`config.mk`:
```
export PLATFORM = sky130hd
export DESIGN_NAME = glp_pin_function_select
export DESIGN_NICKNAME = d
export VERILOG_FILES = /design/src/inc/glp_pkg.sv /design/src/verilog/glp_scratch_mem.sv /design/src/verilog/glp_pin_function_select.sv
export SDC_FILE = /design/constraint.sdc
export NUM_CORES = 1
export LEC_CHECK = 0
export ABC_CLOCK_PERIOD_IN_PS = 6500
export BUFFER_PORTS_ARGS = -buffer_cell sky130_fd_sc_hd__buf_2
export CORE_MARGIN = 3
export CORE_UTILIZATION = 60
export DETAILED_ROUTE_END_ITERATION = 8
export HOLD_SLACK_MARGIN = 0.02
export PLACE_DENSITY = 0.91
export SLEW_MARGIN = 10
export SYNTH_ARGS = -nofsm -noshare
export SYNTH_HDL_FRONTEND = slang
export SYNTH_SLANG_ARGS = --single-unit
```
`constraint.sdc`:
```
create_clock -name core_clk_i -period 6.5 [get_ports core_clk_i]
set_input_delay 0 -clock core_clk_i [delete_from_list [all_inputs] [get_ports core_clk_i]]
set_output_delay 0 -clock core_clk_i [all_outputs]
set_load 0.005 [all_outputs]
```
`src/inc/glp_pkg.sv`:
```
// Constants, codes and carrier structs for the low pin function select block.
// Assumes a single 50 MHz clock and an APB register bus with 32-bit data.
package glp_pkg;

    localparam int GLP_PINS      = 8;
    localparam int GLP_SCRATCH_N = 16;
    localparam int GLP_FIELD_W   = 2;
    localparam int GLP_REG_W     = 16;

    // Register indices; the byte address is four times the index
    localparam logic [27:0] GLP_MODE_IDX = 28'hb00_0300;
    localparam logic [27:0] GLP_SCRATCH_IDX [GLP_SCRATCH_N] = '{
        28'hb00_0330, 28'hb00_0332, 28'hb00_0334, 28'hb00_0336,
        28'hb00_0338, 28'hb00_033a, 28'hb00_033c, 28'hb00_033d,
        28'hb00_0340, 28'hb00_0342, 28'hb00_0344, 28'hb00_0346,
        28'hb00_0348, 28'hb00_034a, 28'hb00_034c, 28'hb00_034e
    };

    // Reset values
    localparam logic [15:0] GLP_MODE_RESET    = 16'h0000;
    localparam logic [15:0] GLP_SCRATCH_RESET = 16'h0000;
    localparam logic [31:0] GLP_RDATA_IDLE    = 32'h0000_0000;

    // Pins that carry an alternate function, plus pin 4, which has none
    localparam int GLP_PIN_TERM_READY = 7;
    localparam int GLP_PIN_REQ_SEND   = 6;
    localparam int GLP_PIN_CARRIER    = 5;
    localparam int GLP_PIN_PLAIN      = 4;
    localparam int GLP_PIN_CHIP_SEL   = 3;
    localparam int GLP_PIN_CSI_SCK    = 2;
    localparam int GLP_PIN_CSI_SO     = 1;
    localparam int GLP_PIN_CSI_SI     = 0;

    // Two-bit function field codes
    typedef enum logic [1:0] {
        GLP_GP_IN  = 2'b00,
        GLP_ALT_01 = 2'b01,
        GLP_GP_OUT = 2'b10,
        GLP_ALT_11 = 2'b11
    } glp_mode_e;

    // APB request as the master drives it
    typedef struct packed {
        logic        psel;
        logic        penable;
        logic        pwrite;
        logic [31:0] paddr;
        logic [31:0] pwdata;
        logic [3:0]  pstrb;
    } glp_apb_req_s;

    // Peripheral outputs that may be routed onto pins
    typedef struct packed {
        logic aux_serial_terminal_ready_n;
        logic aux_serial_request_send_n;
        logic chip_select0_n;
        logic csi_serial_out;
    } glp_alt_out_s;

    // Pin levels handed to peripheral inputs
    typedef struct packed {
        logic aux_serial_carrier_detect_n;
        logic csi_serial_clock;
        logic csi_serial_in;
    } glp_alt_in_s;

    localparam glp_alt_in_s GLP_ALT_IN_IDLE = '{1'b1, 1'b0, 1'b0};

endpackage

```
`src/verilog/glp_scratch_mem.sv`:
```
// Sixteen 16-bit battery-backed scratch words with a registered read port.
// Assumes the same clock as the bus slave; only the RTC-domain reset clears it.
`timescale 1ns/1ps
`default_nettype none
module glp_scratch_mem (
    input  wire logic        core_clk_i,
    input  wire logic        rtc_domain_reset_i,
    input  wire logic [3:0]  addr_i,
    input  wire logic        wr_en_i,
    input  wire logic [1:0]  wr_be_i,
    input  wire logic [15:0] wr_data_i,
    output logic      [15:0] rd_data_o
);

    typedef struct packed {
        logic [glp_pkg::GLP_SCRATCH_N-1:0][15:0] cells;
        logic [15:0]                             rd_data;
    } glp_mem_state_s;

    glp_mem_state_s mem_reg;
    glp_mem_state_s mem_next;

    // Other resets leave the words alone, as the battery keeps them
    always_comb begin
        mem_next         = mem_reg;
        mem_next.rd_data = mem_reg.cells[addr_i];
        if (wr_en_i) begin
            if (wr_be_i[0]) begin
                mem_next.cells[addr_i][7:0] = wr_data_i[7:0];
            end
            if (wr_be_i[1]) begin
                mem_next.cells[addr_i][15:8] = wr_data_i[15:8];
            end
        end
        if (rtc_domain_reset_i) begin
            for (int i = 0; i < glp_pkg::GLP_SCRATCH_N; i++) begin
                mem_next.cells[i] = glp_pkg::GLP_SCRATCH_RESET;
            end
            mem_next.rd_data = glp_pkg::GLP_SCRATCH_RESET;
        end
    end

    always_ff @(posedge core_clk_i) begin
        mem_reg <= mem_next;
    end

    assign rd_data_o = mem_reg.rd_data;

endmodule // glp_scratch_mem
`default_nettype wire

```
`src/verilog/glp_pin_function_select.sv`:
```
// Function select for general pins 0..7 plus the scratch word bank, APB slave.
// Assumes pins arrive asynchronously; peripheral and data inputs share core_clk_i.
//
// Notes on behaviour
// RULE_01 - Field 00 makes the pin an input; 10 drives it as output.
// RULE_02 - Pin n owns mode bits 2n+1:2n, upper bit first.
// RULE_03 - Pin 7 with 11 carries aux serial terminal ready; 01 reserved.
// RULE_04 - Pin 6 with 11 carries aux serial request to send; 01 reserved.
// RULE_05 - Pin 5 with 01 feeds aux serial carrier detect; 11 reserved.
// RULE_06 - Pin 4 is plain input or output only; 01 and 11 reserved.
// RULE_07 - Pin 3 with 11 drives programmable chip select 0; 01 reserved.
// RULE_08 - Pin 2 with 01 feeds the clocked serial clock input; 11 reserved.
// RULE_09 - Pin 1 with 11 drives clocked serial data output; 01 reserved.
// RULE_10 - Pin 0 with 01 feeds clocked serial data input; 11 reserved.
// RULE_11 - Sixteen readable, writable scratch words kept by the backup battery.
// RULE_12 - Resets other than RTC reset keep the mode register contents.
// RULE_13 - RTC reset clears every function field to 00, all pins inputs.
//
// The implementer's own choice: the APB interface to the registers.
`timescale 1ns/1ps
`default_nettype none
module glp_pin_function_select (
    input  wire logic                  core_clk_i,
    input  wire logic                  reset_i,
    input  wire logic                  rtc_domain_reset_i,
    input  wire glp_pkg::glp_apb_req_s apb_req_i,
    output logic                       pready_o,
    output logic [31:0]                prdata_o,
    output logic                       pslverr_o,
    input  wire logic [7:0]            pin_in_i,
    output logic      [7:0]            pin_out_o,
    output logic      [7:0]            pin_oe_n_o,
    input  wire logic [7:0]            gp_out_data_i,
    output logic      [7:0]            gp_in_data_o,
    input  wire glp_pkg::glp_alt_out_s alt_out_i,
    output glp_pkg::glp_alt_in_s       alt_in_o
);

    typedef struct packed {
        logic [15:0]          mode;
        logic                 pready;
        logic                 pslverr;
        logic [31:0]          prdata;
        logic [7:0]           pin_meta;
        logic [7:0]           pin_sync;
        logic [7:0]           pin_out;
        logic [7:0]           pin_oe_n;
        glp_pkg::glp_alt_in_s alt_in;
    } glp_state_s;

    glp_state_s state_reg;
    glp_state_s state_next;

    logic        hit_mode;
    logic        hit_scratch;
    logic [3:0]  scratch_idx;
    logic [15:0] scratch_rd;
    logic        access_wait;
    logic        access_end;
    logic        scratch_wr;

    // Address decode; each word sits at four times its register index
    always_comb begin
        hit_mode    = (apb_req_i.paddr == {2'b00, glp_pkg::GLP_MODE_IDX, 2'b00});
        hit_scratch = 1'b0;
        scratch_idx = 4'h0;
        for (int i = 0; i < glp_pkg::GLP_SCRATCH_N; i++) begin
            if (apb_req_i.paddr == {2'b00, glp_pkg::GLP_SCRATCH_IDX[i], 2'b00}) begin
                hit_scratch = 1'b1;
                scratch_idx = 4'(i);
            end
        end
    end

    // First access cycle prepares the answer, second one completes it
    assign access_wait = apb_req_i.psel & apb_req_i.penable & ~state_reg.pready;
    assign access_end  = apb_req_i.psel & apb_req_i.penable & state_reg.pready;

    // Scratch writes land on the completing edge only, never during reset
    assign scratch_wr = access_end & apb_req_i.pwrite & hit_scratch & ~reset_i;

    // Scratch bank; read data for the held address is valid one edge later
    glp_scratch_mem u_scratch (
        .core_clk_i         (core_clk_i),
        .rtc_domain_reset_i (rtc_domain_reset_i),
        .addr_i             (scratch_idx),
        .wr_en_i            (scratch_wr),
        .wr_be_i            (apb_req_i.pstrb[1:0]),
        .wr_data_i          (apb_req_i.pwdata[15:0]),
        .rd_data_o          (scratch_rd)
    ); // see RULE_11

    // Next-state logic: bus slave, mode register, pin routing
    always_comb begin
        glp_pkg::glp_mode_e fld [glp_pkg::GLP_PINS];
        fld        = '{default: glp_pkg::GLP_GP_IN};
        state_next = state_reg;
        for (int p = 0; p < glp_pkg::GLP_PINS; p++) begin
            fld[p] = glp_pkg::glp_mode_e'(state_reg.mode[p*2 +: 2]); // see RULE_02
        end

        // Bus answer: registered, one wait cycle after the setup phase
        if (access_wait) begin
            state_next.pready  = 1'b1;
            state_next.pslverr = ~(hit_mode | hit_scratch);
            if (hit_mode) begin
                state_next.prdata = {16'h0000, state_reg.mode};
            end else if (hit_scratch) begin
                state_next.prdata = {16'h0000, scratch_rd}; // see RULE_11
            end else begin
                state_next.prdata = glp_pkg::GLP_RDATA_IDLE;
            end
        end else if (access_end) begin
            state_next.pready  = 1'b0;
            state_next.pslverr = 1'b0;
            state_next.prdata  = glp_pkg::GLP_RDATA_IDLE;
        end

        // Mode register write, byte lanes 0 and 1; upper lanes ignored
        if (access_end && apb_req_i.pwrite && hit_mode) begin
            if (apb_req_i.pstrb[0]) begin
                state_next.mode[7:0] = apb_req_i.pwdata[7:0]; // see RULE_02
            end
            if (apb_req_i.pstrb[1]) begin
                state_next.mode[15:8] = apb_req_i.pwdata[15:8]; // see RULE_02
            end
        end

        // Two-stage synchroniser for the pad levels
        state_next.pin_meta = pin_in_i;
        state_next.pin_sync = state_reg.pin_meta;

        // Default per pin: plain input or plain output
        for (int p = 0; p < glp_pkg::GLP_PINS; p++) begin
            if (fld[p] == glp_pkg::GLP_GP_OUT) begin
                state_next.pin_out[p]  = gp_out_data_i[p]; // see RULE_01
                state_next.pin_oe_n[p] = 1'b0;             // see RULE_01
            end else begin
                // Input, reserved code, or input-type alternate: pad released
                state_next.pin_out[p]  = 1'b0;             // see RULE_01
                state_next.pin_oe_n[p] = 1'b1;             // see RULE_01
            end
        end

        // Pin 7: terminal ready on code 11
        if (fld[glp_pkg::GLP_PIN_TERM_READY] == glp_pkg::GLP_ALT_11) begin
            state_next.pin_out[glp_pkg::GLP_PIN_TERM_READY]  =
                alt_out_i.aux_serial_terminal_ready_n;     // see RULE_03
            state_next.pin_oe_n[glp_pkg::GLP_PIN_TERM_READY] = 1'b0; // see RULE_03
        end

        // Pin 6: request to send on code 11
        if (fld[glp_pkg::GLP_PIN_REQ_SEND] == glp_pkg::GLP_ALT_11) begin
            state_next.pin_out[glp_pkg::GLP_PIN_REQ_SEND]  =
                alt_out_i.aux_serial_request_send_n;       // see RULE_04
            state_next.pin_oe_n[glp_pkg::GLP_PIN_REQ_SEND] = 1'b0; // see RULE_04
        end

        // Pin 4 has no alternate, so both odd codes leave it released
        // see RULE_06

        // Pin 3: chip select 0 on code 11
        if (fld[glp_pkg::GLP_PIN_CHIP_SEL] == glp_pkg::GLP_ALT_11) begin
            state_next.pin_out[glp_pkg::GLP_PIN_CHIP_SEL]  =
                alt_out_i.chip_select0_n;                  // see RULE_07
            state_next.pin_oe_n[glp_pkg::GLP_PIN_CHIP_SEL] = 1'b0; // see RULE_07
        end

        // Pin 1: clocked serial data out on code 11
        if (fld[glp_pkg::GLP_PIN_CSI_SO] == glp_pkg::GLP_ALT_11) begin
            state_next.pin_out[glp_pkg::GLP_PIN_CSI_SO]  =
                alt_out_i.csi_serial_out;                  // see RULE_09
            state_next.pin_oe_n[glp_pkg::GLP_PIN_CSI_SO] = 1'b0; // see RULE_09
        end

        // Peripheral inputs: idle level unless the pin is routed to them
        state_next.alt_in = glp_pkg::GLP_ALT_IN_IDLE;
        if (fld[glp_pkg::GLP_PIN_CARRIER] == glp_pkg::GLP_ALT_01) begin
            state_next.alt_in.aux_serial_carrier_detect_n =
                state_reg.pin_sync[glp_pkg::GLP_PIN_CARRIER]; // see RULE_05
        end
        if (fld[glp_pkg::GLP_PIN_CSI_SCK] == glp_pkg::GLP_ALT_01) begin
            state_next.alt_in.csi_serial_clock =
                state_reg.pin_sync[glp_pkg::GLP_PIN_CSI_SCK]; // see RULE_08
        end
        if (fld[glp_pkg::GLP_PIN_CSI_SI] == glp_pkg::GLP_ALT_01) begin
            state_next.alt_in.csi_serial_in =
                state_reg.pin_sync[glp_pkg::GLP_PIN_CSI_SI];  // see RULE_10
        end

        // Any reset: bus idle, pads released; mode survives a plain reset
        if (reset_i || rtc_domain_reset_i) begin
            state_next.pready   = 1'b0;
            state_next.pslverr  = 1'b0;
            state_next.prdata   = glp_pkg::GLP_RDATA_IDLE;
            state_next.pin_meta = 8'h00;
            state_next.pin_sync = 8'h00;
            state_next.pin_out  = 8'h00;
            state_next.pin_oe_n = 8'hff;
            state_next.alt_in   = glp_pkg::GLP_ALT_IN_IDLE;
        end                                                   // see RULE_12
        // Only the RTC-domain reset brings every pin back to input
        if (rtc_domain_reset_i) begin
            state_next.mode = glp_pkg::GLP_MODE_RESET;        // see RULE_13
        end
    end

    // The only state register of this module
    always_ff @(posedge core_clk_i) begin
        state_reg <= state_next;
    end

    // Every output comes straight from a flop
    assign pready_o     = state_reg.pready;
    assign prdata_o     = state_reg.prdata;
    assign pslverr_o    = state_reg.pslverr;
    assign pin_out_o    = state_reg.pin_out;
    assign pin_oe_n_o   = state_reg.pin_oe_n;
    assign gp_in_data_o = state_reg.pin_sync;
    assign alt_in_o     = state_reg.alt_in;

endmodule // glp_pin_function_select
`default_nettype wire

```
======== Word level (Yosys, flattened, before mapping) ========
Cells that the tools add are included.
cells by class
  reduce and logical (&&, ||, !) cells .... 14
  bitwise operators ....................... 17
  equality and inequality tests ........... 32
  muxes and demuxes ....................... 66
  magnitude comparators ................... 2
operators with widths
  cell                                                                   number
  256-bit two-way mux                                                    3
  32-bit by 30-bit == test with 1-bit output, second input constant      17
  256-bit bitwise mux                                                    2
  16-bit demux with 4-bit select                                         2
  34-bit two-way mux                                                     2
  16-bit binary-select mux with 4-bit select                             1
  16-bit two-way mux                                                     4
  4-bit two-way mux                                                      14
  1-bit two-way mux                                                      37
  2-bit == test, second input constant                                   12
  2-bit OR reduction                                                     7
  1-bit inverter                                                         10
  8-bit two-way mux                                                      1
  1-bit AND                                                              6
  2-bit by 1-bit == test with 1-bit output, second input constant        3
  4-bit by 5-bit < comparator with 1-bit output, second input constant   1
  4-bit by 1-bit >= comparator with 1-bit output, second input constant  1
  2-bit AND reduction                                                    2
  1-bit logical AND                                                      3
  2-bit nonzero test                                                     1
  1-bit logical OR                                                       1
  1-bit bitwise OR                                                       1
word-level totals
  flip-flop bits (word level) ............. 357
  input bits .............................. 94

======== Logic depth before layout (Yosys ltp) ========
  word-level depth ........................ 25
  depth in mapped cells ................... 12
  gate-level depth less buffers ........... 7

======== Hierarchy ========
Synthesis repeated with hierarchy kept, for this count alone.
unflattened totals
  cell total of the unflattened synthesis .. 1,765
  area, all modules ....................... 15,493.6 µm²
modules (own cells, without submodules)
  module                   instances  seq. area each (µm²)  area an instance (µm²)  cells each
  glp_scratch_mem          1          5,445.2               12,487.0                1,449
  glp_pin_function_select  1          1,381.3               3,006.6                 316

======== Worst setup path before layout ========
No wires, ideal clock.
  path type ............................... input to register
  from .................................... input port apb_req_i[50] (netlist name)
  to ...................................... register u_scratch.mem_reg[196] (netlist name)
  buffers on the path ..................... 0
  path slack .............................. 4,448 ps
  stages .................................. 7
  arrival time ............................ 1,924 ps
  path through ............................ nor4b_2 > and4_2 > nand2_4 > or4b_4 > nor3_4 > mux2i_1 > nor2_1
on the way
  longest elaborated chain between the ends .. 25
RTL lines
  element                                                                                                                                       line                           RTL
  start: declaration                                                                                                                            glp_pin_function_select.sv:26  input wire glp_pkg::glp_apb_req_s apb_req_i,
  32-bit by 30-bit == test with 1-bit output                                                                                                    glp_pin_function_select.sv:68  if (apb_req_i.paddr == {2'b00, glp_pkg::GLP_SCRATCH_IDX[i], 2'b00}) begin
  1-bit two-way mux                                                                                                                             glp_pin_function_select.sv:68
  4-bit two-way mux (14 in series)                                                                                                              glp_pin_function_select.sv:68
  4-bit by 5-bit < comparator with 1-bit output (implied by the code) / 4-bit by 1-bit >= comparator with 1-bit output (equally long branches)  glp_scratch_mem.sv:29          mem_next.cells[addr_i][7:0] = wr_data_i[7:0];
  1-bit logical AND (implied by the code)                                                                                                       glp_scratch_mem.sv:29
  8-bit two-way mux (implied by the code)                                                                                                       glp_scratch_mem.sv:29
  16-bit demux with 4-bit select                                                                                                                -
  256-bit bitwise mux                                                                                                                           glp_scratch_mem.sv:29
  256-bit two-way mux                                                                                                                           glp_scratch_mem.sv:28          if (wr_be_i[0]) begin
  256-bit two-way mux                                                                                                                           glp_scratch_mem.sv:27          if (wr_en_i) begin
  256-bit bitwise mux                                                                                                                           glp_scratch_mem.sv:32          mem_next.cells[addr_i][15:8] = wr_data_i[15:8];
  256-bit two-way mux                                                                                                                           glp_scratch_mem.sv:31          if (wr_be_i[1]) begin
  end signal: assignment                                                                                                                        glp_scratch_mem.sv:44          mem_reg <= mem_next;
  end: declaration                                                                                                                              glp_scratch_mem.sv:20          glp_mem_state_s mem_reg;
Several ways; a longest one is shown, not always the timed one. The select of a mux whose other input is x is not followed.
A chain may end at the register's enable or synchronous reset.

======== Final worst setup path ========
  from .................................... input port apb_req_i[56] (netlist name)
  to ...................................... register state_reg[70] (netlist name)
on the way
  longest elaborated chain between the ends .. 3
RTL lines
  element                                     line                            RTL
  32-bit by 30-bit == test with 1-bit output  glp_pin_function_select.sv:64   hit_mode = (apb_req_i.paddr == {2'b00, glp_pkg::GLP_MODE_IDX, 2'b00});
  1-bit logical AND                           glp_pin_function_select.sv:120  if (access_end && apb_req_i.pwrite && hit_mode) begin
  2-bit AND reduction (no source line)        -
  end signal: assignment                      glp_pin_function_select.sv:210  state_reg <= state_next;
  end: declaration                            glp_pin_function_select.sv:51   glp_state_s state_reg;
No other way between the ends.

==> flow_summary.toml <==
[floorplanning]
dieArea_um2 = 27500
num_rows = 57
initial_core_util_pct = 62.0
fp.dieW_um = 166
io_pins = 155
die_h_um = 166
core_area_um2 = 24700

[synth]
synth_edf_count = 0
synth.area.top_cells = "dfxtp_1, mux2i_1, nor2_1"
syn_area_per_cell_um2 = 9.31
synth_flop_cell = "dfxtp_1"
async_flop_share_pct = 0
ys_ff_latch = 341
netlist_instances = 1648
syn_area_um2 = 15300
synth.top_cell.area_share_pct = 44.5
ys_seq_area_share_pct = 44.5
post-synth-top-count-cell = "dfxtp_1"
ys_types = 76
ys_warn_count = 0
synth.largest_area_cell = "dfxtp_1"
synth_common_cells = "dfxtp_1, nor2_1, mux2i_1"

[layout]
fin_nets = 1784
nFillCells = 1525
drive_above_1_share_pct = 14.1
final_cell_count_no_fill = 2039
multiInputGateArea_um2 = 7570
postLayoutCellArea_um2 = 17100
largest_reg_flops = 256
area_growth_pct = 11.2
seqCellArea_um2 = 6830

[critical_path]
required_ns = 6.87
worstPathArrival_ns = 3.79
path_max_fanout = 19
critPathKind = "input port to register"
cp-start-kind = "input port"
cp-end-kind = "register"

[routing]
wirelength_um = 47900
vias = 13500
drt_iter0_drc = 2115
wl_met1_um = 17200
drt-wirelength-per-cell_um = 23.5
wl_met2_um = 22000
vias_per_cell = 6.64
antenna_left = 0
drc_errors = 1
first_pass_iters = 8
top_layer = "met5"
wl_met3_um = 5710

[clocking]
insertion_delay_ns = 0.52
cts_tree = "built"
numCtsBuffers = 34
clock-sinks = 341
root_buffer = "clkbuf_16"
post_cts_buffers = 0
cts.clk_slew.worst_paths_ns = 0.06
htree_levels = 2
clockBufferDepth = 3

[timing]
finalSetupTns_ns = 0
max-slew-margin-rel_pct = 17.6
rsz0062_at_grt = "false"
setup_viol = 0
finalCritPeriodShare_pct = 52.7
finalHoldViolCount = 0
tightest_slew_ns = 1.23
finalWorstPathRequiredPeriod_ns = 3.42
fmax_ghz = 0.292
fin_skew_ns = 0.0161
slew_violations = 0

[power_and_ir_drop]
pwr-share-clk_pct = 46.1
p_int_mw = 3.25
pwr_density_cell_nw_per_um2 = 245
fin_total_pwr_mw = 4.18
max-vdd-ir-drop_uv = 257
p_leak_nw = 7.69
p_switching_mw = 0.931
comb_power_share_pct = 3.8
p_sw_share_pct = 22.3
seq_power_share_pct = 50.1

[placed_design]
dpl.hpwl_um = 28100
placed_area_um2 = 15600
gp_congestion = 0.962
dpl.cell_count = 1937
port_buffers = 120

[outcome]
status = "finished with violations"
violations = "DRC"

[global_routing]
grt_pass1_vias = 13300
grt_pass1_wl_um = 73100
grt-ovfl-total = 0
grt_antenna_before_repair = 2
track_usage_pct = 32.5
grt_max_degree = 86

[worst_hold_path]
hold_path.class = "input port to register"

[job]
cap_violations = 0
==> area by class of cell <==
cell class                      instances  share of cell area, %
Antenna cell                            2                 0.0293
Clock buffer                           54                   6.15
Clock inverter                          5                  0.176
Inverter                               18                  0.396
Multi-Input combinational cell       1121                   44.3
Sequential cell                       341                   40.0
Tap cell                              324                   2.38
Timing Repair Buffer                  174                   6.55
==> power by group through the flow <==
stage / Clock, mW / Combinational [mW] / Sequential (mW)
finish: 1.93 / 0.161 / 2.09
detailed placement: 0 / 0.129 / 2.14
global route: 2.01 / 0.168 / 2.09
global placement: 0 / 0.126 / 2.14
floorplan: 0 / 0.0895 / 2.14
CTS: 1.90 / 0.149 / 2.09
==> per-layer routing <==
metal | up-vias | GRT usage (%)
met2 | 1171 | 52.8
met1 | 6356 | 39.6
met5 | - | 0
li1 | 5746 | -
met3 | 273 | 7.40
met4 | 2 | 19.4
==> critical path, cell delays in order <==
cell	delay (ns)
buf_2	0.10
nor4_2	0.46
nand4_2	0.44
nor2_2	0.55
and4b_1	0.85
nor2b_1	0.90
mux2i_1	0.40
nor2_1	0.07
==> worst paths after layout <==
check / from / end / slack [ns] / cells after the start
max: apb_req_i[56] / state_reg[70]$_SDFFE_PP0P_ / 3.08 / 8
min: reset_i / pin_oe_n_o[1]$_SDFF_PP1_ / 0.14 / 4
max reg2reg: pready_o$_SDFFE_PP0P_ / u_scratch.mem_reg[216]$_SDFFE_PP0P_ / 3.34 / 5
min reg2reg: state_reg[32]$_SDFF_PP0_ / gp_in_data_o[5]$_SDFF_PP0_ / 0.45 / 1
==> kinds of logic after synthesis <==
kind of cell | after synthesis | synth area share, %
and+or+nand+nor | 604 | 19.6
DFF | 341 | 44.5
muxes | 290 | 18.9
AOI/OAI and AO/OA | 210 | 10.1
buffers and inverters | 201 | 6.73
xor gates and xnor gates | 1 | 0.0571
other | 1 | 0.0244
==> through the flow <==
| stage | hold slack, ns | worst slack, ns | utilization [%] |
|---|---|---|---|
| after floorplan | 0.112 | 4.45 | - |
| final | 0.138 | 3.08 | 69.0 |
| after global routing | 0.132 | 3.08 | 69.0 |
| after CTS | 0.101 | 3.47 | 68.9 |
| after global placement | 0.205 | 3.09 | 62.9 |
| after detailed placement | 0.206 | 2.98 | 62.9 |
==> repair_timing <==
item	CTS	global route
endpoints found under the hold margin	272	0
gates resized for setup	0	0
hold buffers	41	0
==> layout by cell type (no fill, tap or decap), types with 4 or more instances in the layout <==
master         instances
a21oi_1               46
nor3_1                14
dlygate4sd3_1         41
buf_2                119
a221oi_1               8
nand2_1               88
nand4_1               12
a22o_1                51
o22ai_1                7
o32ai_1                5
and4_1                 4
a22oi_1               26
clkbuf_16             37
inv_1                 17
o41ai_1                5
clkbuf_8               7
mux2i_1              289
o221ai_1               4
conb_1                16
and2_1                42
and3_1                10
nand3b_1               5
nor3_4                 4
o21ai_0               22
nor2b_1                5
nand4_2                4
nand3_2               18
dfxtp_1              341
nand3_1               52
clkbuf_1              11
nor2_1               308
buf_4                 13
(Power assumes the default switching activity.)
